[src/logic/edc_consts.vh]
// constants for the electrode detect and channel configuration bank
`ifndef EDC_CONSTS_VH
`define EDC_CONSTS_VH

// register indices as printed; byte address is four times the index
`define EDC_IDX_DETECT_CONTROL  8'h04
`define EDC_IDX_CHANNEL_FIRST   8'h05
`define EDC_IDX_CHANNEL_LAST    8'h0c
`define EDC_IDX_BIAS_POS        8'h0d
`define EDC_IDX_BIAS_NEG        8'h0e
`define EDC_IDX_DETECT_POS      8'h0f
`define EDC_IDX_DETECT_NEG      8'h10
`define EDC_IDX_CURRENT_DIR     8'h11
`define EDC_IDX_POS_STATUS      8'h12
`define EDC_IDX_NEG_STATUS      8'h13
`define EDC_IDX_BIAS_CTRL       8'h20

// detect_control field positions
`define EDC_THR_HI   7
`define EDC_THR_LO   5
`define EDC_RES_BIT  4
`define EDC_CUR_HI   3
`define EDC_CUR_LO   2
`define EDC_FRQ_HI   1
`define EDC_FRQ_LO   0

// channel_settings field positions
`define EDC_PWRDN_BIT 7
`define EDC_GAIN_HI  6
`define EDC_GAIN_LO  4
`define EDC_ZERO_BIT 3
`define EDC_SEL_HI   2
`define EDC_SEL_LO   0

// detection frequency codes
`define EDC_FRQ_NONE 2'h0
`define EDC_FRQ_AC   2'h1
`define EDC_FRQ_DC   2'h3

// input selector code that carries the bias drive
`define EDC_SEL_BIAS 3'h2

// reset value of every byte
`define EDC_RESET_BYTE 8'h00

// axi responses
`define EDC_RESP_OKAY   2'h0
`define EDC_RESP_SLVERR 2'h2

`endif

[src/logic/edc_config_bank.v]
// register bank for electrode detect control and per-channel settings
//
// Overview of operation
// - bits 7:5 of control: comparator threshold
// - bit 4 selects resistor detection mode
// - bits 3:2 set excitation current level
// - bits 1:0 select AC or DC detection
// - eight channel registers at 05h to 0Ch
// - bit 7 powers down; bits 6:4 gain
// - bits 2:0 select the channel input
// - code 010 needs bias measure enable
// - enable routes bias drive to code-010 channels
// - 0Dh mask: positive inputs into bias drive
// - 0Eh mask: negative inputs into bias drive
// - channel mask bits above channel count absent
// - 0Fh mask: positive electrode disconnect sensing
// - 10h mask: negative electrode disconnect sensing
// - 11h mask reverses excitation current direction
// - status bit reads one when disconnected
//
// byte address map, four times the register index
// 0x10       detect_control
// 0x14..0x30 channel_settings, channel one first
// 0x34       bias_drive_positive_select
// 0x38       bias_drive_negative_select
// 0x3c       electrode_detect_positive_select
// 0x40       electrode_detect_negative_select
// 0x44       detect_current_direction
// 0x48       positive_disconnect_status, read only
// 0x4c       negative_disconnect_status, read only
// 0x80       bias measure enable in bit 0
//
// timing: write answer two edges after both halves are taken,
// read data one edge after the address; field outputs lag one edge more
//
// limits: only byte lane 0 carries data, upper read bits are zero;
// a write with lane 0 strobe low stores nothing but still answers okay;
// status bytes ignore writes; unmapped addresses answer slverr
//
// Added by the designer: the AXI4-Lite interface to the registers.
`timescale 1ns/1ns
`default_nettype none
`include "edc_consts.vh"

module edc_config_bank #(
	parameter NUM_CH = 8
) (
	input  wire         aclk,
	input  wire         aresetn,
	input  wire [7:0]   s_axi_awaddr,
	input  wire         s_axi_awvalid,
	output reg          s_axi_awready,
	input  wire [31:0]  s_axi_wdata,
	input  wire [3:0]   s_axi_wstrb,
	input  wire         s_axi_wvalid,
	output reg          s_axi_wready,
	output reg  [1:0]   s_axi_bresp,
	output reg          s_axi_bvalid,
	input  wire         s_axi_bready,
	input  wire [7:0]   s_axi_araddr,
	input  wire         s_axi_arvalid,
	output reg          s_axi_arready,
	output reg  [31:0]  s_axi_rdata,
	output reg  [1:0]   s_axi_rresp,
	output reg          s_axi_rvalid,
	input  wire         s_axi_rready,
	input  wire [7:0]   positive_off_in,
	input  wire [7:0]   negative_off_in,
	output reg  [2:0]   comparator_threshold,
	output reg          resistor_detect_select,
	output reg  [1:0]   excitation_current_level,
	output reg  [1:0]   detect_frequency_select,
	output reg  [7:0]   channel_powerdown,
	output reg  [23:0]  channel_gain,
	output reg  [23:0]  input_selector,
	output reg  [7:0]   bias_route_enable,
	output reg  [7:0]   bias_drive_positive_select,
	output reg  [7:0]   bias_drive_negative_select,
	output reg  [7:0]   electrode_detect_positive_select,
	output reg  [7:0]   electrode_detect_negative_select,
	output reg  [7:0]   detect_current_direction,
	output reg  [7:0]   positive_disconnect_status,
	output reg  [7:0]   negative_disconnect_status
);

	// ==================================================================
	// storage
	reg  [7:0]  detect_control_q;
	reg  [7:0]  channel_settings_q [0:7];
	reg  [7:0]  bias_pos_q;
	reg  [7:0]  bias_neg_q;
	reg  [7:0]  det_pos_q;
	reg  [7:0]  det_neg_q;
	reg  [7:0]  cur_dir_q;
	reg         bias_measure_enable_q;
	reg  [7:0]  pos_s1_q;
	reg  [7:0]  pos_s2_q;
	reg  [7:0]  pos_s3_q;
	reg  [7:0]  neg_s1_q;
	reg  [7:0]  neg_s2_q;
	reg  [7:0]  neg_s3_q;
	reg  [7:0]  pos_stat_q;
	reg  [7:0]  neg_stat_q;
	reg  [5:0]  aw_idx_q;
	reg         aw_held_q;
	reg  [7:0]  w_byte_q;
	reg         w_en_q;
	reg         w_held_q;
	integer     i;

	// mask of implemented channel bits for the variant in use
	wire [7:0]  ch_mask;
	assign ch_mask = (NUM_CH >= 8) ? 8'hff : ((NUM_CH >= 6) ? 8'h3f : 8'h0f);

	// ==================================================================
	// decode helpers
	// word address to register index; byte address bits 1:0 are ignored
	function [5:0] word_index;
		input [7:0] addr;
		begin
			word_index = addr[7:2];
		end
	endfunction

	// is this index a channel register slot
	function is_channel;
		input [5:0] idx;
		begin
			is_channel = ({2'h0, idx} >= `EDC_IDX_CHANNEL_FIRST) &&
				({2'h0, idx} <= `EDC_IDX_CHANNEL_LAST);
		end
	endfunction

	// channel number (0..7) from an index inside the channel range
	function [2:0] channel_of;
		input [5:0] idx;
		reg   [7:0] d;
		begin
			d = {2'h0, idx} - `EDC_IDX_CHANNEL_FIRST;
			channel_of = d[2:0];
		end
	endfunction

	// is the index mapped at all
	function is_mapped;
		input [5:0] idx;
		begin
			is_mapped = (({2'h0, idx} >= `EDC_IDX_DETECT_CONTROL) &&
				({2'h0, idx} <= `EDC_IDX_NEG_STATUS)) ||
				({2'h0, idx} == `EDC_IDX_BIAS_CTRL);
		end
	endfunction

	// ==================================================================
	// write channel: address and data taken in either order, then one response
	wire        do_write;
	assign do_write = aw_held_q && w_held_q && !s_axi_bvalid;

	always @(posedge aclk)
	begin
		if (!aresetn)
		begin
			s_axi_awready <= 1'b0;
			s_axi_wready  <= 1'b0;
			s_axi_bvalid  <= 1'b0;
			s_axi_bresp   <= `EDC_RESP_OKAY;
			aw_held_q     <= 1'b0;
			w_held_q      <= 1'b0;
			aw_idx_q      <= 6'h00;
			w_byte_q      <= `EDC_RESET_BYTE;
			w_en_q        <= 1'b0;
		end
		else
		begin
			// ready is offered one cycle after valid, so a pulse never doubles up
			s_axi_awready <= s_axi_awvalid && !aw_held_q && !s_axi_awready;
			s_axi_wready  <= s_axi_wvalid && !w_held_q && !s_axi_wready;
			if (s_axi_awvalid && s_axi_awready)
			begin
				aw_held_q <= 1'b1;
				aw_idx_q  <= word_index(s_axi_awaddr);
			end
			if (s_axi_wvalid && s_axi_wready)
			begin
				w_held_q <= 1'b1;
				w_byte_q <= s_axi_wdata[7:0];
				w_en_q   <= s_axi_wstrb[0];
			end
			if (do_write)
			begin
				aw_held_q    <= 1'b0;
				w_held_q     <= 1'b0;
				s_axi_bvalid <= 1'b1;
				s_axi_bresp  <= is_mapped(aw_idx_q) ? `EDC_RESP_OKAY : `EDC_RESP_SLVERR;
			end
			else if (s_axi_bvalid && s_axi_bready)
				s_axi_bvalid <= 1'b0;
		end
	end

	// ==================================================================
	// register file; status registers ignore writes
	always @(posedge aclk)
	begin
		if (!aresetn)
		begin
			detect_control_q      <= `EDC_RESET_BYTE;
			bias_pos_q            <= `EDC_RESET_BYTE;
			bias_neg_q            <= `EDC_RESET_BYTE;
			det_pos_q             <= `EDC_RESET_BYTE;
			det_neg_q             <= `EDC_RESET_BYTE;
			cur_dir_q             <= `EDC_RESET_BYTE;
			bias_measure_enable_q <= 1'b0;
			for (i = 0; i < 8; i = i + 1)
				channel_settings_q[i] <= `EDC_RESET_BYTE;
		end
		else if (do_write && w_en_q)
		begin
			// full-byte writes, read back as written on implemented bits
			if ({2'h0, aw_idx_q} == `EDC_IDX_DETECT_CONTROL)
				detect_control_q <= w_byte_q;
			// all eight channel slots exist on every variant; only the masks and status bytes shrink
			if (is_channel(aw_idx_q))
				channel_settings_q[channel_of(aw_idx_q)] <= w_byte_q;
			if ({2'h0, aw_idx_q} == `EDC_IDX_BIAS_POS)
				bias_pos_q <= w_byte_q & ch_mask;
			if ({2'h0, aw_idx_q} == `EDC_IDX_BIAS_NEG)
				bias_neg_q <= w_byte_q & ch_mask;
			if ({2'h0, aw_idx_q} == `EDC_IDX_DETECT_POS)
				det_pos_q <= w_byte_q & ch_mask;
			if ({2'h0, aw_idx_q} == `EDC_IDX_DETECT_NEG)
				det_neg_q <= w_byte_q & ch_mask;
			if ({2'h0, aw_idx_q} == `EDC_IDX_CURRENT_DIR)
				cur_dir_q <= w_byte_q & ch_mask;
			if ({2'h0, aw_idx_q} == `EDC_IDX_BIAS_CTRL)
				bias_measure_enable_q <= w_byte_q[0];
		end
	end

	// ==================================================================
	// disconnect inputs come from the analog side: three stages, change on agreement
	always @(posedge aclk)
	begin
		if (!aresetn)
		begin
			pos_s1_q   <= `EDC_RESET_BYTE;
			pos_s2_q   <= `EDC_RESET_BYTE;
			pos_s3_q   <= `EDC_RESET_BYTE;
			neg_s1_q   <= `EDC_RESET_BYTE;
			neg_s2_q   <= `EDC_RESET_BYTE;
			neg_s3_q   <= `EDC_RESET_BYTE;
			pos_stat_q <= `EDC_RESET_BYTE;
			neg_stat_q <= `EDC_RESET_BYTE;
		end
		else
		begin
			// stage one may go metastable, so only stages two and three are compared;
			// the cost is a status that shows four edges after the pin moves
			pos_s1_q <= positive_off_in;
			pos_s2_q <= pos_s1_q;
			pos_s3_q <= pos_s2_q;
			neg_s1_q <= negative_off_in;
			neg_s2_q <= neg_s1_q;
			neg_s3_q <= neg_s2_q;
			// a bit moves only where stages two and three agree; 1 means off
			pos_stat_q <= ((pos_s2_q & pos_s3_q) | (pos_stat_q & (pos_s2_q | pos_s3_q)))
				& ch_mask;
			neg_stat_q <= ((neg_s2_q & neg_s3_q) | (neg_stat_q & (neg_s2_q | neg_s3_q)))
				& ch_mask;
		end
	end

	// ==================================================================
	// read channel: one read at a time, data one cycle after address accepted
	reg  [7:0]  rd_byte;
	reg  [5:0]  rd_idx;
	always @*
	begin
		rd_idx  = word_index(s_axi_araddr);
		rd_byte = `EDC_RESET_BYTE;
		if (is_channel(rd_idx))
			rd_byte = channel_settings_q[channel_of(rd_idx)];
		else
			case ({2'h0, rd_idx})
				`EDC_IDX_DETECT_CONTROL: rd_byte = detect_control_q;
				`EDC_IDX_BIAS_POS:       rd_byte = bias_pos_q;
				`EDC_IDX_BIAS_NEG:       rd_byte = bias_neg_q;
				`EDC_IDX_DETECT_POS:     rd_byte = det_pos_q;
				`EDC_IDX_DETECT_NEG:     rd_byte = det_neg_q;
				`EDC_IDX_CURRENT_DIR:    rd_byte = cur_dir_q;
				`EDC_IDX_POS_STATUS:     rd_byte = pos_stat_q;
				`EDC_IDX_NEG_STATUS:     rd_byte = neg_stat_q;
				`EDC_IDX_BIAS_CTRL:      rd_byte = {7'h00, bias_measure_enable_q};
				default:                 rd_byte = `EDC_RESET_BYTE;
			endcase
	end

	always @(posedge aclk)
	begin
		if (!aresetn)
		begin
			s_axi_arready <= 1'b0;
			s_axi_rvalid  <= 1'b0;
			s_axi_rdata   <= 32'h0000_0000;
			s_axi_rresp   <= `EDC_RESP_OKAY;
		end
		else
		begin
			s_axi_arready <= s_axi_arvalid && !s_axi_arready && !s_axi_rvalid;
			if (s_axi_arvalid && s_axi_arready)
			begin
				s_axi_rvalid <= 1'b1;
				s_axi_rdata  <= {24'h00_0000, rd_byte};
				s_axi_rresp  <= is_mapped(rd_idx) ? `EDC_RESP_OKAY : `EDC_RESP_SLVERR;
			end
			else if (s_axi_rvalid && s_axi_rready)
				s_axi_rvalid <= 1'b0;
		end
	end

	// ==================================================================
	// decoded control outputs toward the analog front end, registered
	always @(posedge aclk)
	begin
		if (!aresetn)
		begin
			comparator_threshold             <= 3'h0;
			resistor_detect_select           <= 1'b0;
			excitation_current_level         <= 2'h0;
			detect_frequency_select          <= `EDC_FRQ_NONE;
			channel_powerdown                <= 8'h00;
			channel_gain                     <= 24'h00_0000;
			input_selector                   <= 24'h00_0000;
			bias_route_enable                <= 8'h00;
			bias_drive_positive_select       <= 8'h00;
			bias_drive_negative_select       <= 8'h00;
			electrode_detect_positive_select <= 8'h00;
			electrode_detect_negative_select <= 8'h00;
			detect_current_direction         <= 8'h00;
			positive_disconnect_status       <= 8'h00;
			negative_disconnect_status       <= 8'h00;
		end
		else
		begin
			comparator_threshold     <= detect_control_q[`EDC_THR_HI:`EDC_THR_LO];
			resistor_detect_select   <= detect_control_q[`EDC_RES_BIT];
			excitation_current_level <= detect_control_q[`EDC_CUR_HI:`EDC_CUR_LO];
			// code 10 is unused and passes through unchanged; 00 means idle
			detect_frequency_select  <= detect_control_q[`EDC_FRQ_HI:`EDC_FRQ_LO];
			for (i = 0; i < 8; i = i + 1)
			begin
				// bit 3 is stored as written and drives nothing; the host keeps it zero
				channel_powerdown[i]     <= channel_settings_q[i][`EDC_PWRDN_BIT];
				channel_gain[3*i +: 3]   <=
					channel_settings_q[i][`EDC_GAIN_HI:`EDC_GAIN_LO];
				input_selector[3*i +: 3] <=
					channel_settings_q[i][`EDC_SEL_HI:`EDC_SEL_LO];
				// path open unless enable is set and selector asks for bias
				bias_route_enable[i] <= bias_measure_enable_q &&
					(channel_settings_q[i][`EDC_SEL_HI:`EDC_SEL_LO] == `EDC_SEL_BIAS);
			end
			bias_drive_positive_select       <= bias_pos_q;
			bias_drive_negative_select       <= bias_neg_q;
			electrode_detect_positive_select <= det_pos_q;
			electrode_detect_negative_select <= det_neg_q;
			detect_current_direction         <= cur_dir_q;
			positive_disconnect_status       <= pos_stat_q;
			negative_disconnect_status       <= neg_stat_q;
		end
	end

endmodule // edc_config_bank
`default_nettype wire

[config.mk]
export PLATFORM = sky130hd
export DESIGN_NAME = edc_config_bank
export DESIGN_NICKNAME = d
export VERILOG_FILES = /design/src/logic/edc_config_bank.v
export VERILOG_INCLUDE_DIRS = /design/src /design/src/logic
export SDC_FILE = /design/constraint.sdc
export NUM_CORES = 1
export LEC_CHECK = 0
export BUFFER_PORTS_ARGS = -buffer_cell sky130_fd_sc_hd__buf_4
export CORE_ASPECT_RATIO = 0.9
export CORE_MARGIN = 4
export CORE_UTILIZATION = 41
export CTS_BUF_LIST = sky130_fd_sc_hd__clkbuf_2 sky130_fd_sc_hd__clkbuf_4 sky130_fd_sc_hd__clkbuf_8
export DETAILED_ROUTE_END_ITERATION = 10
export SYNTH_ARGS = -nofsm -noshare
export SYNTH_HDL_FRONTEND = slang
export SYNTH_SLANG_ARGS = --single-unit
[constraint.sdc]
create_clock -name aclk -period 3.66 [get_ports aclk]
set_input_delay 0.732 -clock aclk [delete_from_list [all_inputs] [get_ports aclk]]
set_output_delay 0.732 -clock aclk [all_outputs]
set_load 0.1 [all_outputs]
# After elaboration in Yosys (flattened, before gate mapping)
# Memories as Yosys holds them, arrays and structs flattened.
# Cells that the tools add are included.
[totals]
reg_bits = 275
n_memories = 1
ram_bits = 64
[mem_list]
columns = ["memory", "depth", "width", "rd", "rd_ports_with_merged_regs", "write_ports", "line", "source"]
rows = [
  ["channel_settings_q", 8, 8, 9, 0, 8, "edc_config_bank.v:89", "reg [7:0] channel_settings_q [0:7];"],
]
[classes]
reduce_logical = 46
magnitude_cmp = 8
n_addsub = 2
bitwise = 9
n_eq_ne = 24
mux = 16
[ops]
columns = ["op", "count"]
rows = [
  ["$pmux W8 S9", 1],
  ["$eq A6 B4 Y1 const B", 6],
  ["$eq A6 B5 Y1 const B", 6],
  ["$and A8 B8 Y8", 4],
  ["$or A8 B8 Y8", 4],
  ["$logic_and A1 B1 Y1", 26],
  ["$eq A3 B2 Y1 const B", 8],
  ["$ge A6 B3 Y1 const B", 4],
  ["$mux W8", 2],
  ["$reduce_and A2 Y1", 7],
  ["$eq A6 B3 Y1 const B", 2],
  ["$eq A6 B6 Y1 const B", 2],
  ["$le A6 B4 Y1 const B", 2],
  ["$le A6 B5 Y1 const B", 2],
  ["$mux W1", 10],
  ["$reduce_or A8 Y1", 1],
  ["$logic_not A1 Y1", 7],
  ["$sub A3 B3 Y3 const B", 2],
  ["$mux W2", 2],
  ["$reduce_bool A2 Y1", 2],
  ["$mux W3", 1],
  ["$logic_or A1 B1 Y1", 2],
  ["$reduce_or A2 Y1", 1],
  ["$not A1 Y1", 1],
]

# Logic depth before layout (Yosys ltp)
[depth]
depth_word = 8
depth_mapped = 10
depth_no_buf = 7

# Least setup slack after synthesis
# OpenSTA, ideal clock, no wires.
[synth_path]
kind = "input to register"
from = "input s_axi_araddr[2]"
to = "register s_axi_rdata[2]"
path_buffers = 4
stages = 10
t_arrival_ps = 3063
setup_time_ps = 125
setup_slack_ps = 471
cell_sequence = "buf_2 -> buf_2 -> inv_1 -> ha_1 -> clkbuf_1 -> clkbuf_1 -> mux4_2 -> mux2_2 -> a21oi_1 -> a21oi_1"
[synth_between]
elab_chain_cells = 3
word_cells_on_any_way = 16
classes_between = "add/sub: 1; order compare: 2; eq/ne: 9; mux: 2; reduce/logical: 1; memory: 1"
[synth_lines]
columns = ["element", "line", "source"]
rows = [
  ["start, declared", "edc_config_bank.v:60", "input wire [7:0] s_axi_araddr,"],
  ["$sub A3 B3 Y3 (no line), or another cell as far along", "--", ""],
  ["$mem_v2 Z8 W8, or another cell as far along", "--", ""],
  ["$mux W8 (*)", "edc_config_bank.v:281", "if (is_channel(rd_idx))"],
  ["end signal, assigned", "edc_config_bank.v:313", "s_axi_rdata <= {24'h00_0000, rd_byte};"],
  ["end, declared", "edc_config_bank.v:63", "output reg [31:0] s_axi_rdata,"],
]
# Every way passes the cells marked *; elsewhere a longest branch is shown, timed or not.
# A chain may end at the register's enable or synchronous reset.

==> flow_metrics.tcl <==
set metrics [dict create \
    status "complete, no violations" \
    finClkSkew_ns 0.0404 \
    placementRows 60 \
    antenna_cells 0 \
    dp_hpwl_mm 21.3 \
    critPathLaunchType "flop" \
    ys_seq_elements 337 \
    port-buffer-count 186 \
    layout_commonest_cell "dfxtp_1" \
    dieArea_mm2 0.0334 \
    dp_cells 1649 \
    die_height_um 174 \
    maxSlewHeadroom 0.408 \
    clockBufferDepth 3 \
    synthArstFlopShare 0 \
    cts_hold_buffers 0 \
    ir_worst_vdd_v 0.000321 \
    p_leak_nw 6.11 \
    finalNetCount 1387 \
    worst-r2r-cell-count 6 \
    rsz0062_at_grt "no" \
    period_minus_slack_ns 2.89 \
    switching_share 0.250 \
    seq_power_share 0.492 \
    hold_slack_ns 0.355 \
    worstPathRequired_ns 3.89 \
    drv_slew 0 \
    clk_pin_slew_ns 0.06 \
    synth_area_mm2 0.0125 \
    switchingPower_mw 1.99 \
    powerDensity_mw_per_mm2 519 \
    drt_pass1_iterations 8 \
    r2r-start "aw_idx_q[0]" \
    antenna_found_initial 0 \
    syn_to_final_growth_pct 22.5 \
    worstSetupPathType "flop to flop" \
    power.internal_mw 5.98 \
    largest_registers "channel_settings_q: 64 flops, channel_gain: 24 flops, input_selector: 24 flops" \
    initial_core_util 0.417 \
    first_global_vias 8220 \
    timing.rr.end "channel_settings_q[6][1]" \
    r2r_setup_slack_ns 0.77 \
    drive_gt1_frac 0.250 \
    synth_cells 1116 \
    avgSynthCellArea_um2 11.2 \
    setup_viol 0 \
    worstMarginPinSlew_ns 0.886 \
    viasPerCell 4.84 \
    io_pins 244 \
    largest_reg_flops 64 \
    drt-total-wl_mm 31.1 \
    period_share 0.791 \
    startpoint "aw_idx_q[0]" \
    clkPwrFrac 0.423 \
    htreeDepth 2 \
    regMostFlops "channel_settings_q" \
    coreArea_mm2 0.0300 \
    synth_warnings 0 \
    cts_root_buf "clkbuf_8" \
    synth_edf_count 64 \
    routedWlPerCell_um 17.8 \
    crit_path_top_delay_cell "ha_1" \
    crit_path_end_kind "flop" \
    fin_cells 1745 \
    grt_usage 0.181 \
    grt_max_degree 108 \
    critPathMaxStageDelay_ns 0.60 \
    cts_tree "built" \
    ant_nets 0 \
    ys_seq_area_frac 0.590 \
    die_w_um 192 \
    crit_end "channel_settings_q[6][1]" \
    mostFrequentLayoutCells "dfxtp_1, and2_1, buf_4" \
    hp-class "primary input to flop" \
    path_cells "inv_1 > ha_1 > or2_2 > o2111a_1 > and3_1 > nand2b_1" \
    via_count 8446 \
    cts_buffers 55 \
    routabilityCongestion 0.833 \
    crit_fanout 15 \
    cts_resized 0 \
    post_cts.repair.setup_buffers 0 \
    max_freq_mhz 345 \
    grt_overflow 0 \
    post_synth_num_cell_types 63 \
    arrival_ns 3.13 \
    drc 0 \
    grt_pass1_wl_mm 47.7 \
    power_frac_comb 0.085 \
    drt_iter0_drc 744 \
    insertion_delay_ns 0.60 \
    cts.sinks 337 \
    setup_tns_ns 0 \
    finalHoldViolCount 0 \
    synth_ff_type "dfxtp_1" \
    cap_viol_max_count 0 \
]
power groups by stage:
stage / Sequential [mW] / Clock [mW] / Combinational [mW]
floorplan: 4.18 / 0 / 0.346
global placement: 4.00 / 0 / 0.674
detailed placement: 4.00 / 0 / 0.678
CTS: 3.92 / 3.47 / 0.679
global route: 3.93 / 3.64 / 0.709
finish: 3.92 / 3.37 / 0.676
layout make-up:
| class | count | area, um^2 |
|---|---|---|
| fill | 2779 | 14700 |
| sequential | 337 | 7390 |
| multi-input combinational | 700 | 4740 |
| timing repair buffer | 202 | 1520 |
| clock buffer | 87 | 1080 |
| tap | 403 | 504 |
| clock inverter | 9 | 87.6 |
| inverter | 7 | 26.3 |
worst min path at each step:
| stage | from | depth (start not counted) | endpoint | slack (ns) |
|---|---|---|---|---|
| finish | negative_off_in[3] | 2 | neg_s1_q[3] | 0.35 |
| global route | negative_off_in[5] | 2 | neg_s1_q[5] | 0.32 |
| CTS | negative_off_in[3] | 2 | neg_s1_q[3] | 0.31 |
| detailed placement | neg_s1_q[1] | 1 | neg_s2_q[1] | 0.42 |
| global placement | pos_s1_q[3] | 1 | pos_s2_q[3] | 0.41 |
| floorplan | neg_s1_q[0] | 1 | neg_s2_q[0] | 0.41 |
critical path: cells and delay by family, from the launching register on:
| kind | cells | cell delay [ns] |
|---|---|---|
| AND/OR/NAND/NOR | 3 | 1.13 |
| adder cells (fa/ha/maj) | 1 | 0.60 |
| flip-flops | 1 | 0.31 |
| buffers and inverters | 1 | 0.28 |
| AO/OA/AOI/OAI | 1 | 0.22 |
synthesized netlist by cell type (4+ instances only):
cell | count | area [um^2]
a22o_1 | 7 | 61.3
a221o_1 | 6 | 60.1
mux4_2 | 16 | 360
a21oi_1 | 26 | 130
nor2_1 | 6 | 22.5
buf_2 | 11 | 55.1
mux2_2 | 7 | 78.8
o21ai_0 | 32 | 160
nand2_1 | 95 | 357
nor2b_1 | 11 | 68.8
clkbuf_1 | 57 | 214
mux2i_1 | 10 | 100
nor3_4 | 4 | 65.1
and2_1 | 237 | 1480
buf_4 | 27 | 203
ha_1 | 9 | 113
inv_1 | 7 | 26.3
a21boi_0 | 68 | 510
dfxtp_1 | 273 | 5470
nand2b_1 | 13 | 81.3
edfxtp_1 | 64 | 1920
a22oi_1 | 15 | 113
nand3_1 | 47 | 235
a21boi_1 | 6 | 45.0
nor4b_1 | 8 | 70.1
cells by family after synthesis:
group | count (synthesis) | share of synthesized area
simple gates | 451 | 0.214
flops | 337 | 0.590
compound gates | 177 | 0.101
buf+inv | 104 | 0.0404
mux | 33 | 0.0431
fa+ha+maj | 9 | 0.00899
xor+xnor | 4 | 0.00280
other cells | 1 | 0.000299
routing by layer:
metal	part of all wire	vias to the layer above	track usage	wire, um
met3	0.072	47	0.0308	2250
met2	0.44	284	0.279	13800
met1	0.47	3985	0.267	14500
met5	0	-	0	0
li1	-	4130	-	-
met4	0.017	0	0.0443	535
per-stage QoR:
| stage | power [mW] | area, um^2 | utilization | setup slack [ns] |
|---|---|---|---|---|
| 2_1_floorplan | 4.52 | 12600 | - | 0.471 |
| 3_3_place_gp | 4.67 | 14200 | 0.472 | 0.624 |
| 3_5_place_dp | 4.68 | 14200 | 0.472 | 0.551 |
| 4_1_cts | 8.07 | 15300 | 0.511 | 0.788 |
| 5_1_grt | 8.28 | 15300 | 0.511 | 0.581 |
| 6_report | 7.97 | 15300 | 0.511 | 0.765 |
Power figures use the tool's default switching activity.
